[config.mk]
export PLATFORM = sky130hd
export DESIGN_NAME = vim_top
export DESIGN_NICKNAME = d
export VERILOG_FILES = /design/src/hdl/vim_arbiter.v /design/src/hdl/vim_top.v
export VERILOG_INCLUDE_DIRS = /design/src /design/src/hdl
export SDC_FILE = /design/constraint.sdc
export NUM_CORES = 1
export LEC_CHECK = 0
export BUFFER_PORTS_ARGS = -buffer_cell sky130_fd_sc_hd__buf_2
export CAP_MARGIN = 30
export CORE_AREA = 3 3 255 257
export CTS_CLUSTER_SIZE = 24
export DETAILED_ROUTE_END_ITERATION = 12
export DIE_AREA = 0 0 258 260
export PLACE_DENSITY_LB_ADDON = 0.08
export SETUP_SLACK_MARGIN = 0.05
export SYNTH_ARGS = -nofsm -noshare
export SYNTH_HDL_FRONTEND = slang
export SYNTH_HIERARCHICAL = 1
export SYNTH_SLANG_ARGS = --single-unit
[constraint.sdc]
create_clock -name core_clk -period 80.5 [get_ports core_clk]
set_input_delay 4.025 -clock core_clk [delete_from_list [all_inputs] [get_ports core_clk]]
set_output_delay 4.025 -clock core_clk [all_outputs]
set_load 0.05 [all_outputs]
[src/hdl/vim_regs.vh]
// Purpose: Constants for the vectored interrupt mapping block.
// Assumes: Included by bare name from the design files.
// Notes: Line numbers, widths and reset values only; no logic here.
`ifndef VIM_REGS_VH
`define VIM_REGS_VH
// Line counts per core
`define VIM_MAIN_LINES 41
`define VIM_SEC_LINES 32
// Priority field widths and values per field group
`define VIM_PRIO_W 3
`define VIM_MAIN_LEVELS 8
`define VIM_SEC_LEVELS 4
`define VIM_PRIO_PER_WORD 4
// Vector number width and idle code
`define VIM_VEC_W 6
`define VIM_VEC_NONE 6'h3f
// Enable word split
`define VIM_EN_LOW_W 32
`define VIM_EN_HIGH_W 9
// Line assignments
`define VIM_LN_WDT 0
`define VIM_LN_BROWNOUT 1
`define VIM_LN_RSV2 2
`define VIM_LN_DMA 3
`define VIM_LN_GRP0 4
`define VIM_LN_PIN0 5
`define VIM_LN_MTICK 9
`define VIM_LN_MRATE 10
`define VIM_LN_CTMR0 11
`define VIM_LN_SCTMR 16
`define VIM_LN_SER0 17
`define VIM_LN_CONV_A 26
`define VIM_LN_CONV_B 27
`define VIM_LN_CONV_T 28
`define VIM_LN_CLOCK 29
`define VIM_LN_RSV30 30
`define VIM_LN_MBOX 31
`define VIM_LN_GRP1 32
`define VIM_LN_PIN4 33
`define VIM_LN_RSV37 37
`define VIM_LN_RPT 40
// Reset values
`define VIM_VBASE_RST 32'h0000_0000
`define VIM_VBASE_ALIGN 7
`define VIM_FETCH_RST 32'h0000_0000
`define VIM_HELD_RST 3'h7
// Table slots taken by system exceptions ahead of line 0
`define VIM_VEC_OFS 6'h10
`endif

[src/hdl/vim_arbiter.v]
// Purpose: Priority arbiter over pending, enabled request lines.
// Assumes: Lower priority field value means more urgent.
// Notes: Ties go to the lower line number only as a tie break.
`timescale 1ns/1ps
`default_nettype none
`include "vim_regs.vh"
module vim_arbiter #(
   parameter N = 32
) (
   // Requests and priorities
   input wire [N-1:0] req,
   input wire [N*`VIM_PRIO_W-1:0] prio,
   // Winner
   output reg found,
   output reg [`VIM_VEC_W-1:0] win_vec,
   output reg [`VIM_PRIO_W-1:0] win_prio
);
   integer i;
   // Scan from the top so equal levels settle on the lower line
   always @* begin
      found = 1'b0;
      win_vec = `VIM_VEC_NONE;
      win_prio = {`VIM_PRIO_W{1'b1}};
      for (i = N - 1; i >= 0; i = i - 1) begin
         if (req[i] && (!found || prio[i*`VIM_PRIO_W +: `VIM_PRIO_W] <= win_prio)) begin
            found = 1'b1;
            win_vec = i[`VIM_VEC_W-1:0];
            win_prio = prio[i*`VIM_PRIO_W +: `VIM_PRIO_W];
         end
      end
   end
endmodule // vim_arbiter
`default_nettype wire

[src/hdl/vim_top.v]
// Purpose: Vectored interrupt mapping for the main and secondary cores.
// Assumes: Sources synchronous to core_clk; config ports held static by the system.
// Notes: Control bits are plain ports since no software bus reaches this block.
//        Both cores share one source map; enables, levels and vector bases are kept per core.
//        Secondary levels keep the top two bits of each field.
`timescale 1ns/1ps
`default_nettype none
`include "vim_regs.vh"
// How it works
// - Main core: eight levels, requests not above execution priority are masked.
// - Secondary core: four levels, with the same hardware masking.
// - Secondary core only sees lines 0 to 31.
// - Lines 32 to 40 reach only the main core.
// - Winner chosen by programmed level, not by line number.
// - Each line is the OR of all its peripheral's flags.
// - One selected line can also drive the non-maskable input.
// - Per-core vector base offset relocates the handler fetch address.
// - Higher request during entry is taken as a late arrival.
// - Line 0 watchdog warning, line 1 brownout, line 3 DMA A, B, error.
// - Lines 5 to 8 pin or pattern slice n, line 4 group zero.
// - Line 10 is OR of four multi-rate flags, line 9 micro tick.
// - Lines 11 to 15 counter timers, line 16 state timer events.
// - Lines 26 to 28 converter A, B, threshold; 17 to 25 serial.
// - Line 29 clock alarm and wake, line 31 mailbox.
// - Line 40 repetitive timer masked compare flag.
// - Priority words hold four 3-bit fields for consecutive lines.
// - Low set-enable word covers lines 0 to 31, high word the rest.
module vim_top (
   // Clock and reset
   input wire core_clk,
   input wire rst_n,
   // Peripheral flag sources
   input wire watchdog_warning_flag,
   input wire brownout_detector,
   input wire [2:0] dma_flags,
   input wire gpio_group_zero_irq,
   input wire [3:0] pin_irq_zero,
   input wire micro_tick_timer,
   input wire [3:0] multi_rate_channel_flag,
   input wire [9:0] general_counter_timer,
   input wire state_config_timer,
   input wire [8:0] serial_irq,
   input wire converter_sequence_a_done,
   input wire converter_sequence_b_done,
   input wire converter_threshold_irq,
   input wire [1:0] clock_alarm_wake,
   input wire mailbox_irq,
   input wire gpio_group_one_irq,
   input wire [3:0] pin_irq_high,
   input wire repetitive_compare_flag,
   // Main core configuration
   input wire [`VIM_EN_LOW_W-1:0] main_set_enable_low,
   input wire [`VIM_EN_HIGH_W-1:0] main_set_enable_high,
   input wire [`VIM_EN_LOW_W-1:0] main_clr_enable_low,
   input wire [`VIM_EN_HIGH_W-1:0] main_clr_enable_high,
   input wire [44*`VIM_PRIO_W-1:0] main_prio_words,
   input wire main_vbase_we,
   input wire [31:0] main_vbase_wdata,
   // Secondary core configuration
   input wire [`VIM_EN_LOW_W-1:0] sec_set_enable,
   input wire [`VIM_EN_LOW_W-1:0] sec_clr_enable,
   input wire [`VIM_SEC_LINES*`VIM_PRIO_W-1:0] sec_prio_words,
   input wire sec_vbase_we,
   input wire [31:0] sec_vbase_wdata,
   // Non-maskable routing
   input wire nmi_route_en,
   input wire [`VIM_VEC_W-1:0] nmi_route_sel,
   // Main core handshake
   input wire [`VIM_PRIO_W-1:0] main_exec_prio,
   input wire main_entry_busy,
   input wire main_take,
   // Secondary core handshake
   input wire [1:0] sec_exec_prio,
   input wire sec_entry_busy,
   input wire sec_take,
   // Main core outputs
   output wire main_irq_req,
   output reg [`VIM_VEC_W-1:0] main_vec_q,
   output reg [31:0] main_fetch_addr_q,
   output reg main_late_q,
   output reg [`VIM_EN_LOW_W-1:0] main_enable_low_q,
   output reg [`VIM_EN_HIGH_W-1:0] main_enable_high_q,
   output wire main_nmi,
   // Secondary core outputs
   output wire sec_irq_req,
   output reg [`VIM_VEC_W-1:0] sec_vec_q,
   output reg [31:0] sec_fetch_addr_q,
   output reg sec_late_q,
   output reg [`VIM_EN_LOW_W-1:0] sec_enable_q,
   output wire sec_nmi
);
   ////////////////////////////////////////////////////////////////////////////
   // Source to line mapping
   wire [`VIM_MAIN_LINES-1:0] line_w;
   // A line stays pending while any of its flags is high
   assign line_w[`VIM_LN_WDT] = watchdog_warning_flag;
   assign line_w[`VIM_LN_BROWNOUT] = brownout_detector;
   assign line_w[`VIM_LN_RSV2] = 1'b0;
   assign line_w[`VIM_LN_DMA] = |dma_flags;
   // GPIO group and pin lines
   assign line_w[`VIM_LN_GRP0] = gpio_group_zero_irq;
   assign line_w[`VIM_LN_PIN0 +: 4] = pin_irq_zero;
   // Timer lines
   assign line_w[`VIM_LN_MTICK] = micro_tick_timer;
   assign line_w[`VIM_LN_MRATE] = |multi_rate_channel_flag;
   // Match and capture of each counter timer pair into one line
   genvar g;
   generate
      for (g = 0; g < 5; g = g + 1) begin : g_ctmr
         assign line_w[`VIM_LN_CTMR0 + g] = |general_counter_timer[2*g +: 2];
      end
   endgenerate
   assign line_w[`VIM_LN_SCTMR] = state_config_timer;
   // Serial, converter, clock and mailbox lines
   assign line_w[`VIM_LN_SER0 +: 9] = serial_irq;
   assign line_w[`VIM_LN_CONV_A] = converter_sequence_a_done;
   assign line_w[`VIM_LN_CONV_B] = converter_sequence_b_done;
   assign line_w[`VIM_LN_CONV_T] = converter_threshold_irq;
   assign line_w[`VIM_LN_CLOCK] = |clock_alarm_wake;
   assign line_w[`VIM_LN_RSV30] = 1'b0;
   assign line_w[`VIM_LN_MBOX] = mailbox_irq;
   // Lines above 31 exist on the main core only
   assign line_w[`VIM_LN_GRP1] = gpio_group_one_irq;
   assign line_w[`VIM_LN_PIN4 +: 4] = pin_irq_high;
   assign line_w[`VIM_LN_RSV37 +: 3] = 3'h0;
   assign line_w[`VIM_LN_RPT] = repetitive_compare_flag;

   ////////////////////////////////////////////////////////////////////////////
   // Enable bits, set wins over clear in the same cycle
   // Set and clear are per-cycle levels, one cycle per action
   always @(posedge core_clk or negedge rst_n) begin
      if (!rst_n) begin
         main_enable_low_q <= 32'h0000_0000;
         main_enable_high_q <= 9'h000;
         sec_enable_q <= 32'h0000_0000;
      end else begin
         main_enable_low_q <= (main_enable_low_q & ~main_clr_enable_low) |
            main_set_enable_low;
         main_enable_high_q <= (main_enable_high_q & ~main_clr_enable_high) |
            main_set_enable_high;
         // No high word: the secondary core never sees lines above 31
         sec_enable_q <= (sec_enable_q & ~sec_clr_enable) | sec_set_enable;
      end
   end

   ////////////////////////////////////////////////////////////////////////////
   // Vector base offsets, low bits forced to table alignment
   // A write lands next cycle; a take in that cycle uses the old base
   reg [31:0] main_vbase_q;
   reg [31:0] sec_vbase_q;
   always @(posedge core_clk or negedge rst_n) begin
      if (!rst_n) begin
         main_vbase_q <= `VIM_VBASE_RST;
         sec_vbase_q <= `VIM_VBASE_RST;
      end else begin
         if (main_vbase_we) begin
            main_vbase_q <= {main_vbase_wdata[31:`VIM_VBASE_ALIGN],
               {`VIM_VBASE_ALIGN{1'b0}}};
         end
         if (sec_vbase_we) begin
            sec_vbase_q <= {sec_vbase_wdata[31:`VIM_VBASE_ALIGN],
               {`VIM_VBASE_ALIGN{1'b0}}};
         end
      end
   end

   ////////////////////////////////////////////////////////////////////////////
   // Priority fields; secondary keeps only its top two bits of level
   wire [`VIM_MAIN_LINES*`VIM_PRIO_W-1:0] main_prio_w;
   wire [`VIM_SEC_LINES*`VIM_PRIO_W-1:0] sec_prio_w;
   // Four fields per word, unused tail fields of the last word ignored
   assign main_prio_w = main_prio_words[`VIM_MAIN_LINES*`VIM_PRIO_W-1:0];
   // Secondary fields drop their low bit, leaving four levels
   generate
      for (g = 0; g < `VIM_SEC_LINES; g = g + 1) begin : g_sprio
         assign sec_prio_w[g*3 +: 3] = {sec_prio_words[g*3+1 +: 2], 1'b0};
      end
   endgenerate

   ////////////////////////////////////////////////////////////////////////////
   // Pending candidates
   wire [`VIM_MAIN_LINES-1:0] main_cand_w;
   wire [`VIM_SEC_LINES-1:0] sec_cand_w;
   // Main core sees every line; high enable word above the low one
   assign main_cand_w = line_w & {main_enable_high_q, main_enable_low_q};
   // Only the low 32 lines are wired to the secondary core
   assign sec_cand_w = line_w[`VIM_SEC_LINES-1:0] & sec_enable_q;

   // Winner of each core's arbitration
   wire main_found;
   wire [`VIM_VEC_W-1:0] main_win_vec;
   wire [`VIM_PRIO_W-1:0] main_win_prio;
   wire sec_found;
   wire [`VIM_VEC_W-1:0] sec_win_vec;
   wire [`VIM_PRIO_W-1:0] sec_win_prio;

   // Level-only arbitration for each core
   // Equal levels fall to the lower line, as a tie break only
   vim_arbiter #(.N(`VIM_MAIN_LINES)) u_main_arb (
      .req(main_cand_w),
      .prio(main_prio_w),
      .found(main_found),
      .win_vec(main_win_vec),
      .win_prio(main_win_prio)
   );
   vim_arbiter #(.N(`VIM_SEC_LINES)) u_sec_arb (
      .req(sec_cand_w),
      .prio(sec_prio_w),
      .found(sec_found),
      .win_vec(sec_win_vec),
      .win_prio(sec_win_prio)
   );

   ////////////////////////////////////////////////////////////////////////////
   // Hardware level masking: must be strictly more urgent than execution
   wire main_pass_w;
   wire sec_pass_w;
   wire [2:0] sec_exec_w;
   // Secondary execution level widened with a zero low bit
   assign sec_exec_w = {sec_exec_prio, 1'b0};
   // Level zero masks everything, since no level lies below it
   assign main_pass_w = main_found && (main_win_prio < main_exec_prio);
   assign sec_pass_w = sec_found && (sec_win_prio < sec_exec_w);
   assign main_irq_req = main_pass_w;
   assign sec_irq_req = sec_pass_w;

   ////////////////////////////////////////////////////////////////////////////
   // Vector latch per core. During entry a more urgent winner replaces the
   // held vector without a new entry, so the core fetches the late one.
   // The held level stays after entry; the next take overwrites it.
   reg [`VIM_PRIO_W-1:0] main_held_prio_q;
   reg [`VIM_PRIO_W-1:0] sec_held_prio_q;
   // Slot address and late test of each core
   wire [31:0] main_slot_w;
   wire [31:0] sec_slot_w;
   wire main_late_w;
   wire sec_late_w;
   // Handler slot: base plus one word per entry, after the exception slots
   assign main_slot_w = main_vbase_q + {24'h000000, main_win_vec + `VIM_VEC_OFS, 2'h0};
   assign sec_slot_w = sec_vbase_q + {24'h000000, sec_win_vec + `VIM_VEC_OFS, 2'h0};
   // A late arrival must beat the level already held, not only pass masking
   assign main_late_w = main_entry_busy && main_pass_w && (main_win_prio < main_held_prio_q);
   assign sec_late_w = sec_entry_busy && sec_pass_w && (sec_win_prio < sec_held_prio_q);

   always @(posedge core_clk or negedge rst_n) begin
      if (!rst_n) begin
         main_vec_q <= `VIM_VEC_NONE;
         main_held_prio_q <= `VIM_HELD_RST;
         main_late_q <= 1'b0;
         main_fetch_addr_q <= `VIM_FETCH_RST;
      end else begin
         main_late_q <= 1'b0;
         if (main_take && main_pass_w) begin
            // Normal entry: latch the winner and its level
            main_vec_q <= main_win_vec;
            main_held_prio_q <= main_win_prio;
            main_fetch_addr_q <= main_slot_w;
         end else if (main_late_w) begin
            // Late arrival: swap the vector, no second entry
            main_vec_q <= main_win_vec;
            main_held_prio_q <= main_win_prio;
            main_late_q <= 1'b1;
            main_fetch_addr_q <= main_slot_w;
         end
      end
   end

   // Same scheme for the secondary core
   always @(posedge core_clk or negedge rst_n) begin
      if (!rst_n) begin
         sec_vec_q <= `VIM_VEC_NONE;
         sec_held_prio_q <= `VIM_HELD_RST;
         sec_late_q <= 1'b0;
         sec_fetch_addr_q <= `VIM_FETCH_RST;
      end else begin
         sec_late_q <= 1'b0;
         if (sec_take && sec_pass_w) begin
            // Normal entry: latch the winner and its level
            sec_vec_q <= sec_win_vec;
            sec_held_prio_q <= sec_win_prio;
            sec_fetch_addr_q <= sec_slot_w;
         end else if (sec_late_w) begin
            // Late arrival: swap the vector, no second entry
            sec_vec_q <= sec_win_vec;
            sec_held_prio_q <= sec_win_prio;
            sec_late_q <= 1'b1;
            sec_fetch_addr_q <= sec_slot_w;
         end
      end
   end

   ////////////////////////////////////////////////////////////////////////////
   // Non-maskable routing; a high line can only reach the main core
   wire nmi_line_w;
   assign nmi_line_w = (nmi_route_sel < `VIM_MAIN_LINES) ? line_w[nmi_route_sel] : 1'b0;
   // Guarded index: a selection past line 40 reads quiet
   assign main_nmi = nmi_route_en && nmi_line_w;
   // Secondary output only for the lines it owns
   assign sec_nmi = nmi_route_en && (nmi_route_sel < `VIM_SEC_LINES) && nmi_line_w;
endmodule // vim_top
`default_nettype wire

-- After elaboration in Yosys (flattened, before gate mapping)
Cells that the tools add are included.
Widths: inputs -> output; s select.
- add/subtract/negate cells: 4
- magnitude comparators: 78
- mux-type cells: 238
- bitwise operators: 11
- reduce and logical (&&, ||, !) cells: 234
- operator list (kind ; count):
    $mux 6 ; 68
    $mux 3 ; 77
    $le 3x3->1 ; 71
    $mux 32 ; 4
    $and 32x32->32 ; 3
    $logic_and 1x1->1 ; 82
    $mux 1 ; 79
    $logic_not 1->1 ; 71
    $logic_or 1x1->1 ; 71
    $add 32x8->32 ; 2
    $not 32->32 ; 2
    $or 32x32->32 ; 2
    $mux 5 ; 9
    $and 41x41->41 ; 1
    $add 6x5->6 const B ; 2
    $lt 3x3->1 ; 4
    $lt 6x6->1 const B ; 2
    $reduce_or 2->1 ; 6
    $and 9x9->9 ; 1
    $not 9->9 ; 1
    $or 9x9->9 ; 1
    $lt 6x7->1 const B ; 1
    $bmux 1 s6 ; 1
    $reduce_bool 2->1 ; 2
    2 further kinds ; 2
- bits in registers: 207
- input port bits: 505
- output and inout bits: 155
- logic and storage cells: 578

-- Depth between registers and ports, before layout
Gate-level depths: netlist (run 1).
- word-level depth: 169
- depth in mapped cells: 321
- mapped depth without buffers: 310

-- Modules after synthesis
The synthesis (run 1) kept the hierarchy.
- modules (own cells, without submodules) (module ; instances ; cells each ; area an instance (um2)):
    vim_top ; 1 ; 811 ; 9445.3
    vim_arbiter at u_main_arb ; 1 ; 964 ; 6550.0
    vim_arbiter at u_sec_arb ; 1 ; 718 ; 4944.7

-- Worst setup path after synthesis (run 1)
No wires, ideal clock.
- path kind: in2out
- start point: input port repetitive_compare_flag
- end point: output port main_irq_req
- arrival: 52.090 ns
- data required time: 76.475 ns
- setup slack: 24.385 ns
- cell stages on the path: 272
- buffers on the path: 12
- cell sequence: and2_1 -> clkbuf_1 -> nor2b_1 -> ha_1 -> a21oi_1 -> and2_1 -> o211ai_1 -> a211oi_1 -> or2_2 -> inv_1 -> ha_1 -> and3_1 -> a211oi_1 -> nand2b_1 -> mux2i_1 -> ha_1 -> a21oi_1 -> o21a_1 -> [... 236 more ...] -> nand2b_1 -> a31oi_1 -> clkbuf_1 -> nand2_1 -> a21boi_1 -> ha_1 -> a21o_1 -> a21oi_1 -> a31oi_1 -> o21ai_0 -> and2_0 -> nand2_1 -> o21ai_0 -> a31o_1 -> ha_1 -> a21oi_1 -> o21ai_0 -> inv_1
- longest elaborated chain between the ends: 164
- elaborated cells between the ends (all ways): 245
- RTL lines (element ; RTL line ; source):
    from (decl) ; vim_top.v:50 ; input wire repetitive_compare_flag,
    $and 41x41->41 (*) ; vim_top.v:185 ; assign main_cand_w = line_w & {main_enable_high_q, main_enable_low_q};
    $mux 3 or $mux 1 (tied branches) ; vim_arbiter.v:25 ; if (req[i] && (!found || prio[i*`VIM_PRIO_W +: `VIM_PRIO_W] <= win_prio)) begin
    $le 3x3->1 or $logic_not 1->1 (tied branches) ; vim_arbiter.v:25 ;
    $logic_or 1x1->1 ; vim_arbiter.v:25 ;
    $logic_and 1x1->1 ; vim_arbiter.v:25 ;
    $mux 3 or $mux 1 (tied branches) ; vim_arbiter.v:25 ;
    $le 3x3->1 or $logic_not 1->1 (tied branches) ; vim_arbiter.v:25 ;
    $logic_or 1x1->1 ; vim_arbiter.v:25 ;
    [... 149 more ...] ; - ;
    $mux 3 or $mux 1 (tied branches) ; vim_arbiter.v:25 ;
    $le 3x3->1 or $logic_not 1->1 (tied branches) ; vim_arbiter.v:25 ;
    $logic_or 1x1->1 ; vim_arbiter.v:25 ;
    $logic_and 1x1->1 ; vim_arbiter.v:25 ;
    $mux 3 (*) ; vim_arbiter.v:25 ;
    via main_win_prio[1] ; vim_top.v:192 ; wire [`VIM_PRIO_W-1:0] main_win_prio;
    $lt 3x3->1 (*) ; vim_top.v:222 ; assign main_pass_w = main_found && (main_win_prio < main_exec_prio);
    $logic_and 1x1->1 (*) ; vim_top.v:222 ;
    to (decl) ; vim_top.v:77 ; output wire main_irq_req,
Mark *: on every way through the listed nets, which the timed path passes. The rest lies on a longest branch.

-- Worst setup path in the final report (run 1)
- start point: input port repetitive_compare_flag
- end point: output port main_irq_req
- longest elaborated chain between the ends: 164
- elaborated cells between the ends (all ways): 245
- RTL lines (element ; RTL line ; source):
    $and 41x41->41 (*) ; vim_top.v:185 ;
    via main_cand_w[40] ; vim_top.v:182 ; wire [`VIM_MAIN_LINES-1:0] main_cand_w;
    $mux 3 or $mux 1 (tied branches) ; vim_arbiter.v:25 ;
    $le 3x3->1 or $logic_not 1->1 (tied branches) ; vim_arbiter.v:25 ;
    $logic_or 1x1->1 ; vim_arbiter.v:25 ;
    $logic_and 1x1->1 ; vim_arbiter.v:25 ;
    $mux 3 or $mux 1 (tied branches) ; vim_arbiter.v:25 ;
    $le 3x3->1 or $logic_not 1->1 (tied branches) ; vim_arbiter.v:25 ;
    [... 150 more ...] ; - ;
    $mux 3 or $mux 1 (tied branches) ; vim_arbiter.v:25 ;
    $le 3x3->1 or $logic_not 1->1 (tied branches) ; vim_arbiter.v:25 ;
    $logic_or 1x1->1 ; vim_arbiter.v:25 ;
    $logic_and 1x1->1 ; vim_arbiter.v:25 ;
    $mux 3 (*) ; vim_arbiter.v:25 ;
    via main_win_prio[1] ; vim_top.v:192 ;
    $lt 3x3->1 (*) ; vim_top.v:222 ;
    $logic_and 1x1->1 (*) ; vim_top.v:222 ;
Marked as above.

==> impl_metrics.env, run 1 <==
export IMPL_status="complete, no violations"
export IMPL_hold_buffers=0
export IMPL_cts_path_max_buffers=3
export IMPL_grt_max_degree=134
export IMPL_htreeDepth=1
export IMPL_period_share=0.858
export IMPL_dpl_hpwl_mm=69.9
export IMPL_grt_pass1_wl_mm=122
export IMPL_nets=3885
export IMPL_skew_ns=0.0384
export IMPL_ys_warnings_count=6
export IMPL_drtIter0Drc=1457
export IMPL_routed_wl_mm=81.9
export IMPL_synth_yosys_seq_area_share=0.244
export IMPL_fp_row_count=92
export IMPL_port_buffers=600
export IMPL_async_reset_ff_frac=1.00
export IMPL_track_usage=0.233
export IMPL_post_cts_buffers=0
export IMPL_via_count=21200
export IMPL_fmax_mhz=14.5
export IMPL_antenna_found_initial=29
export IMPL_gp_congestion=0.901
export IMPL_overflow=0
export IMPL_synthToLayoutAreaGrowth_pct=24.6
export IMPL_path_clk_slew_ns=0.06
export IMPL_yosys_cell_types_count=104
export IMPL_slowest_stage="o31ai_1"
export IMPL_layout_min_cycle_time_ns=69.04
export IMPL_synth_top_area_cell="dfrtp_1"
export IMPL_die_w_um=258
export IMPL_coreArea_mm2=0.0630
export IMPL_grt_pass1_vias=20900
export IMPL_fin_area_mm2=0.0261
export IMPL_maxSlewHeadroom=0.263
export IMPL_path_depth=270
export IMPL_crit_top_cell="o21ai_0"
export IMPL_drc=0
export IMPL_clock_latency_ns=0.59
export IMPL_synth_edf_count=0
export IMPL_setup_tns_ns=0
export IMPL_synth_area_leaders="dfrtp_1 (22%), ha_1 (13%), mux2_2 (6.6%)"
export IMPL_ant_nets=0
export IMPL_yosysMostFrequentCell="inv_1"
export IMPL_worstHoldPathCells=2
export IMPL_ys_ff_latch=203
export IMPL_dieHeight_um=260
export IMPL_initial_core_util=0.333
export IMPL_ios=660
export IMPL_path_buf_inv=13
export IMPL_criticalPathCategory="in2out"
export IMPL_place_area_mm2=0.0251
export IMPL_wl_per_cell_um=20.3
export IMPL_crit_start="repetitive_compare_flag"
export IMPL_slowest_delay_ns=0.86
export IMPL_start_kind="input port"
export IMPL_via_per_inst=5.25
export IMPL_finish_utilization=0.414
export IMPL_ys_top_cells_by_count="inv_1 (260), ha_1 (224), dfrtp_1 (185)"
export IMPL_cts_tree="done"
export IMPL_crit_fanout=15
export IMPL_cts_buffers=26
export IMPL_worstMarginPinSlew_ns=1.10
export IMPL_maxSlewViolCount=0
export IMPL_drive_gt1_frac=0.276
export IMPL_endpoint_kind="output port"
export IMPL_syn_area_mm2=0.0209
export IMPL_cts_resized=0
export IMPL_hold_viol=0
export IMPL_required_ns=76.47
export IMPL_setup_viol=0
export IMPL_drtPass1Iterations=6
export IMPL_reg2reg_from="main_enable_high_q[8]$_DFF_PN0_"
export IMPL_fill_cells=6520
export IMPL_reg2reg_depth=272
export IMPL_cts_root_buf="clkbuf_16"
export IMPL_synth_main_ff_cell="dfrtp_1"
export IMPL_hold_path_class="reg2reg"
export IMPL_path_delay_family="compound AO/OA/AOI/OAI gates"
export IMPL_synth_top_cell_area_share=0.221
export IMPL_die_area_mm2=0.0671
export IMPL_maxCapViolCount=0
export IMPL_syn_inst=2493
export IMPL_avgSynthCellArea_um2=8.40
export IMPL_rsz0062_at_grt="false"
export IMPL_min_from="sec_fetch_addr_q[9]$_DFFE_PN0P_"
export IMPL_clock_sinks=203
export IMPL_crit_arrival_ns=65.02
## sequential cells by signal, indices dropped and copies added, names as in the netlist
name,count
main_vbase_q,25
main_held_prio_q,3
main_fetch_addr_q,30
sec_held_prio_q,3
sec_fetch_addr_q,30
sec_vec_q,6
sec_vbase_q,25
main_enable_high_q,9
main_enable_low_q,32
sec_late_q,1
main_late_q,1
main_vec_q,6
sec_enable_q,32
## path summary, 6_finish.rpt
check	endpoint	slack, ns
setup reg to reg	main_fetch_addr_q[31]$_DFFE_PN0P_	17.62
hold / removal	sec_fetch_addr_q[9]$_DFFE_PN0P_	0.47
max in group asynchronous	main_vec_q[2]$_DFFE_PN1P_	75.72
hold reg to reg	sec_fetch_addr_q[9]$_DFFE_PN0P_	0.47
setup / recovery	main_irq_req	11.46
min in group asynchronous	sec_fetch_addr_q[29]$_DFFE_PN0P_	3.52
## worst reg2reg max path, delay by kind of cell, from the launching register on
| family | cells | cell delay (ns) |
|---|---|---|
| flip-flops | 1 | 0.36 |
| buffers and inverters | 11 | 1.21 |
| multiplexers | 11 | 3.89 |
| AND/OR/NAND/NOR | 73 | 13.30 |
| AO/OA/AOI/OAI | 137 | 32.99 |
| adder cells (fa/ha/maj) | 38 | 10.35 |
| XOR/XNOR | 2 | 0.64 |
## stage by stage
stage	hold WS, ns	instances	setup WS [ns]
2_1_floorplan	0.487	2578	24.39
3_5_place_dp	0.465	3973	12.86
4_1_cts	0.479	4021	12.77
5_1_grt	0.504	4031	6.43
6_report	0.470	4039	11.46
3_3_place_gp	0.457	3971	14.15
## layout by cell type (no fill, tap or decap), types with 25 or more instances in the layout
cell / netlist / layout
buf_2: 14 / 601
inv_1: 260 / 260
ha_1: 224 / 224
dfrtp_1: 185 / 185
nand2_1: 173 / 173
o21ai_0: 155 / 155
nor2_1: 130 / 130
mux2_2: 123 / 123
a21o_1: 105 / 105
nand3_1: 102 / 102
conb_1: 1 / 86
nor2b_1: 83 / 83
a21oi_1: 78 / 77
and2_1: 71 / 71
o21a_1: 68 / 68
a31oi_1: 44 / 44
and3_1: 36 / 36
mux2i_1: 33 / 33
a211oi_1: 29 / 29
nand2b_1: 27 / 27
nor3_1: 26 / 26
clkbuf_16: 0 / 26
o21ai_1: 25 / 25
## layout make-up
cell class	count	area, um^2	share of cell area
inverter	264	991	0.0380
clock buffer	38	756	0.0290
timing repair buffer	614	3130	0.120
antenna	17	42.5	0.00163
tap	846	1060	0.0406
clock inverter	10	141	0.00542
multi-input combinational	2047	14900	0.570
sequential	203	5100	0.196
## cells by family after synthesis
group / Yosys count / synth area share
simple gates: 783 / 0.201
flops: 203 / 0.244
xor+xnor: 48 / 0.0201
mux: 174 / 0.0941
fa+ha+maj: 224 / 0.134
compound gates: 732 / 0.245
other cells: 1 / 0.000179
buf+inv: 328 / 0.0624
## routing by layer
metal	GRT usage	routed length [um]	vias up
li1	-	-	10400
met1	0.295	34500	10100
met2	0.403	40000	609
met3	0.0437	5170	112
met4	0.0694	2270	10
met5	0	66	-
Power of run 1 is left out: the tool's default activity adds up to more than one toggle a clock period on the data nets, which glitch-free logic cannot reach.
==> run 2, diff against run 1 <==
Settings changed: CELL_PAD_IN_SITES_DETAIL_PLACEMENT set to 0, CELL_PAD_IN_SITES_GLOBAL_PLACEMENT set to 1, CORE_AREA 3 3 255 257 to 3 3 256 258, DIE_AREA 0 0 258 260 to 0 0 259 261.
==> run 2 against run 1 <==
- die area rose by 0.77%
- sequential share of layout area barely moved
- clock skew shrank 0.028 ns
- wire length is 1.0% higher
- fmax is 2.1% lower
- final cell count up 0.20%
- critical path depth grew 3
- largest cell class unchanged
==> impl_metrics.env, run 2 (synthesis gave the netlist of run 1 again) <==
export IMPL_status="complete, no violations"
export IMPL_fp_row_count=92
export IMPL_numPlacedInstances=3972
export IMPL_post_cts_buffers=0
export IMPL_drtIter0Drc=1227
export IMPL_hold_buffers=0
export IMPL_slowest_delay_ns=0.83
export IMPL_cts_root_buf="clkbuf_16"
export IMPL_dpl_hpwl_mm=71.0
export IMPL_path_clk_slew_ns=0.06
export IMPL_layout_min_cycle_time_ns=70.53
export IMPL_nets=3886
export IMPL_wl_per_cell_um=20.5
export IMPL_via_count=21100
export IMPL_grt_pass1_vias=20800
export IMPL_setup_viol=0
export IMPL_routed_wl_mm=82.8
export IMPL_start_kind="input port"
export IMPL_ant_nets=0
export IMPL_cts_resized=0
export IMPL_fmax_mhz=14.2
export IMPL_initial_core_util=0.331
export IMPL_cts_buffers=27
export IMPL_hold_path_class="reg2reg"
export IMPL_final_common_cell="buf_2"
export IMPL_synthToLayoutAreaGrowth_pct=24.6
export IMPL_track_usage=0.233
export IMPL_hold_viol=0
export IMPL_dieHeight_um=261
export IMPL_crit_top_cell="o21ai_0"
export IMPL_worstMarginPinSlew_ns=1.11
export IMPL_rsz0062_at_grt="false"
export IMPL_skew_ns=0.0106
export IMPL_cts_tree="done"
export IMPL_pre_cts_ws_ns=11.05
export IMPL_layout_setup_ws_ns=9.97
export IMPL_port_buffers=600
export IMPL_clock_latency_ns=0.58
export IMPL_slowest_stage="o21ai_0"
export IMPL_drtPass1Iterations=7
export IMPL_period_share=0.876
export IMPL_grt_pass1_wl_mm=122
export IMPL_endpoint_kind="output port"
export IMPL_die_w_um=259
export IMPL_criticalPathCategory="in2out"
export IMPL_ios=660
export IMPL_drive_gt1_frac=0.277
export IMPL_maxCapViolCount=0
export IMPL_maxSlewViolCount=0
export IMPL_required_ns=76.47
export IMPL_die_area_mm2=0.0676
export IMPL_clock_sinks=203
export IMPL_timing_hold_ws_ns=0.470
export IMPL_reg_largest_list="main_enable_low_q (32), sec_enable_q (32)"
export IMPL_cts_path_max_buffers=3
export IMPL_maxSlewHeadroom=0.259
export IMPL_drc=0
export IMPL_setup_tns_ns=0
export IMPL_antenna_found_initial=37
export IMPL_via_per_inst=5.21
export IMPL_overflow=0
export IMPL_final_cell_count_no_fill=4047
export IMPL_final_cell_mix="buf_2 (602), inv_1 (260), ha_1 (224)"
export IMPL_fill_cells=6568
export IMPL_gp_congestion=0.889
export IMPL_grt_max_degree=82
export IMPL_htreeDepth=1
export IMPL_crit_fanout=15
export IMPL_coreArea_mm2=0.0632
export IMPL_crit_arrival_ns=66.51
==> run 2: per-layer routing <==
metal	routed length (um)	vias up	GRT usage
li1	-	10400	-
met1	35800	10000	0.304
met2	39900	565	0.398
met3	4750	102	0.0350
met4	2180	14	0.0719
met5	86	-	0
==> run 2: final timing paths <==
path | start | to | slack (ns) | cells past startpoint
min in group asynchronous | rst_n | main_fetch_addr_q[22]$_DFFE_PN0P_ | 3.43 | 1
worst max-delay path | repetitive_compare_flag | main_irq_req | 9.97 | 273
worst min register to register | sec_enable_q[30]$_DFF_PN0_ | sec_enable_q[30]$_DFF_PN0_ | 0.47 | 1
worst min-delay path | sec_enable_q[30]$_DFF_PN0_ | sec_enable_q[30]$_DFF_PN0_ | 0.47 | 1
worst max register to register | main_enable_high_q[8]$_DFF_PN0_ | main_fetch_addr_q[31]$_DFFE_PN0P_ | 16.14 | 275
max in group asynchronous | rst_n | main_enable_high_q[1]$_DFF_PN0_ | 75.80 | 2
==> run 2: area by class of cell <==
| class | instances | area, um^2 | area share |
|---|---|---|---|
| flip-flops and latches | 203 | 5100 | 0.196 |
| clock buffers | 37 | 763 | 0.0293 |
| repair buffers | 614 | 3130 | 0.120 |
| diodes | 24 | 60.1 | 0.00230 |
| well taps | 846 | 1060 | 0.0406 |
| multi-input cells | 2047 | 14900 | 0.570 |
| clock inverters | 12 | 115 | 0.00441 |
| inverters | 264 | 991 | 0.0380 |
==> run 2: critical path, delay by kind of cell <==
kind                       cells  cell delay [ns]
AOI/OAI and AO/OA            142            34.67
adders and majority gates     37            10.02
muxes                         11             3.99
and+or+nand+nor               69            11.96
buffers and inverters         14             1.72
==> run 2: stage by stage <==
step           utilization  cell area [um^2]
2_1_floorplan            -             21300
3_3_place_gp         0.397             25100
3_5_place_dp         0.397             25100
4_1_cts              0.411             26000
5_1_grt              0.412             26100
6_report             0.413             26100
Power of run 2 is left out for the same reason.
==> run 3, diff against run 2 <==
Settings changed: CTS_BUF_LIST set to sky130_fd_sc_hd__clkbuf_4 sky130_fd_sc_hd__clkbuf_8 sky130_fd_sc_hd__clkbuf_16.
==> run 3 against run 2 <==
- first-iteration DRC count increased by 0.24%
- flip-flop and latch count unchanged
- worst setup slack got worse by 0.0094 ns
- core utilization about the same
- fmax hardly changed
- die area unchanged
- sequential share of layout area about the same
- count of clock-buffer cells in the layout unchanged
- clock skew is the same
- largest cell class unchanged
==> impl_metrics.env, run 3 (synthesis gave the netlist of run 1 again) <==
export IMPL_die_w_um=259
export IMPL_clock_latency_ns=0.58
export IMPL_drc=0
export IMPL_grt_pass1_vias=20800
export IMPL_hold_buffers=0
export IMPL_dpl_hpwl_mm=71.0
export IMPL_slowest_stage="o21ai_0"
export IMPL_path_depth=273
export IMPL_start_kind="input port"
export IMPL_final_common_cell="buf_2"
export IMPL_gp_congestion=0.889
export IMPL_multi_input_area_mm2=0.0149
export IMPL_final_cell_mix="buf_2 (602), inv_1 (260), ha_1 (224)"
export IMPL_maxSlewHeadroom=0.258
export IMPL_endpoint_kind="output port"
export IMPL_maxCapViolCount=0
export IMPL_cts_path_max_buffers=3
export IMPL_min_from="sec_enable_q[30]$_DFF_PN0_"
export IMPL_initial_core_util=0.331
export IMPL_drtPass1Iterations=7
export IMPL_synthToLayoutAreaGrowth_pct=24.7
export IMPL_status="complete, no violations"
export IMPL_crit_start="repetitive_compare_flag"
export IMPL_dieHeight_um=261
export IMPL_ant_nets=0
export IMPL_layout_min_cycle_time_ns=70.54
export IMPL_worstMarginPinSlew_ns=1.11
export IMPL_path_clk_slew_ns=0.06
export IMPL_routed_wl_mm=82.8
export IMPL_criticalPathCategory="in2out"
export IMPL_overflow=0
export IMPL_worstHoldPathCells=1
export IMPL_period_share=0.876
export IMPL_cts_tree="done"
export IMPL_via_count=21100
export IMPL_nets=3886
export IMPL_path_buf_inv=14
export IMPL_cts_root_buf="clkbuf_16"
export IMPL_reg_largest_list="main_enable_low_q (32), sec_enable_q (32)"
export IMPL_reg2reg_depth=275
export IMPL_antenna_found_initial=37
export IMPL_drive_gt1_frac=0.279
export IMPL_ios=660
export IMPL_fmax_mhz=14.2
export IMPL_grt_pass1_wl_mm=122
export IMPL_drtIter0Drc=1230
export IMPL_wl_per_cell_um=20.5
export IMPL_skew_ns=0.0106
export IMPL_crit_fanout=15
export IMPL_cts_resized=0
export IMPL_reg2reg_from="main_enable_high_q[8]$_DFF_PN0_"
export IMPL_die_area_mm2=0.0676
export IMPL_regArea_mm2=0.00510
export IMPL_setup_viol=0
export IMPL_maxSlewViolCount=0
export IMPL_grt_max_degree=82
export IMPL_r2r_slack_ns=16.14
export IMPL_hold_path_class="reg2reg"
export IMPL_clock_sinks=203
export IMPL_cts_buffers=27
export IMPL_rsz0062_at_grt="false"
export IMPL_track_usage=0.233
export IMPL_setup_tns_ns=0
export IMPL_port_buffers=600
export IMPL_path_delay_family="compound AO/OA/AOI/OAI gates"
export IMPL_htreeDepth=1
export IMPL_crit_top_cell="o21ai_0"
export IMPL_hold_viol=0
export IMPL_coreArea_mm2=0.0632
export IMPL_slowest_delay_ns=0.83
export IMPL_via_per_inst=5.21
export IMPL_fill_cells=6565
export IMPL_crit_arrival_ns=66.52
export IMPL_required_ns=76.47
export IMPL_fp_row_count=92
export IMPL_post_cts_buffers=0
## run 3: path summary, 6_finish.rpt
check                                                    endpoint
worst max-delay path                                 main_irq_req
worst max register to register  main_fetch_addr_q[31]$_DFFE_PN0P_
max in group asynchronous         main_enable_high_q[1]$_DFF_PN0_
min in group asynchronous       main_fetch_addr_q[22]$_DFFE_PN0P_
worst min-delay path                   sec_enable_q[30]$_DFF_PN0_
worst min register to register         sec_enable_q[30]$_DFF_PN0_
## run 3: layout make-up
cell class / count / share of cell area
Timing Repair Buffer: 614 / 0.120
Clock inverter: 12 / 0.00441
Clock buffer: 37 / 0.0300
Tap cell: 846 / 0.0405
Sequential cell: 203 / 0.195
Inverter: 264 / 0.0380
Antenna cell: 24 / 0.00230
Multi-Input combinational cell: 2047 / 0.569
## run 3: metrics by stage
stage          std cells  hold slack (ns)   util  instance area, um^2  setup slack, ns
2_1_floorplan       2578            0.487      -                21300            24.39
3_3_place_gp        3969            0.458  0.397                25100            11.84
3_5_place_dp        3972            0.460  0.397                25100            11.05
4_1_cts             4021            0.473  0.412                26000            10.93
5_1_grt             4036            0.481  0.413                26100             4.64
6_report            4047            0.470  0.413                26100             9.96
## run 3: per-layer routing
layer,vias to the layer above,part of all wire,track usage
li1,10400,-,-
met5,-,0.0010,0
met3,102,0.056,0.0350
met4,14,0.026,0.0719
met1,10000,0.43,0.304
met2,571,0.48,0.398
## run 3: worst register-to-register path: cells and delay by family, from the launching register on
| family | cells | cell delay [ns] |
|---|---|---|
| adders and majority gates | 38 | 10.30 |
| muxes | 12 | 4.25 |
| buffers and inverters | 12 | 1.37 |
| AOI/OAI and AO/OA | 138 | 34.02 |
| xor gates and xnor gates | 2 | 0.63 |
| and+or+nand+nor | 73 | 13.31 |
| DFF | 1 | 0.38 |
Power of run 3 is left out for the same reason.
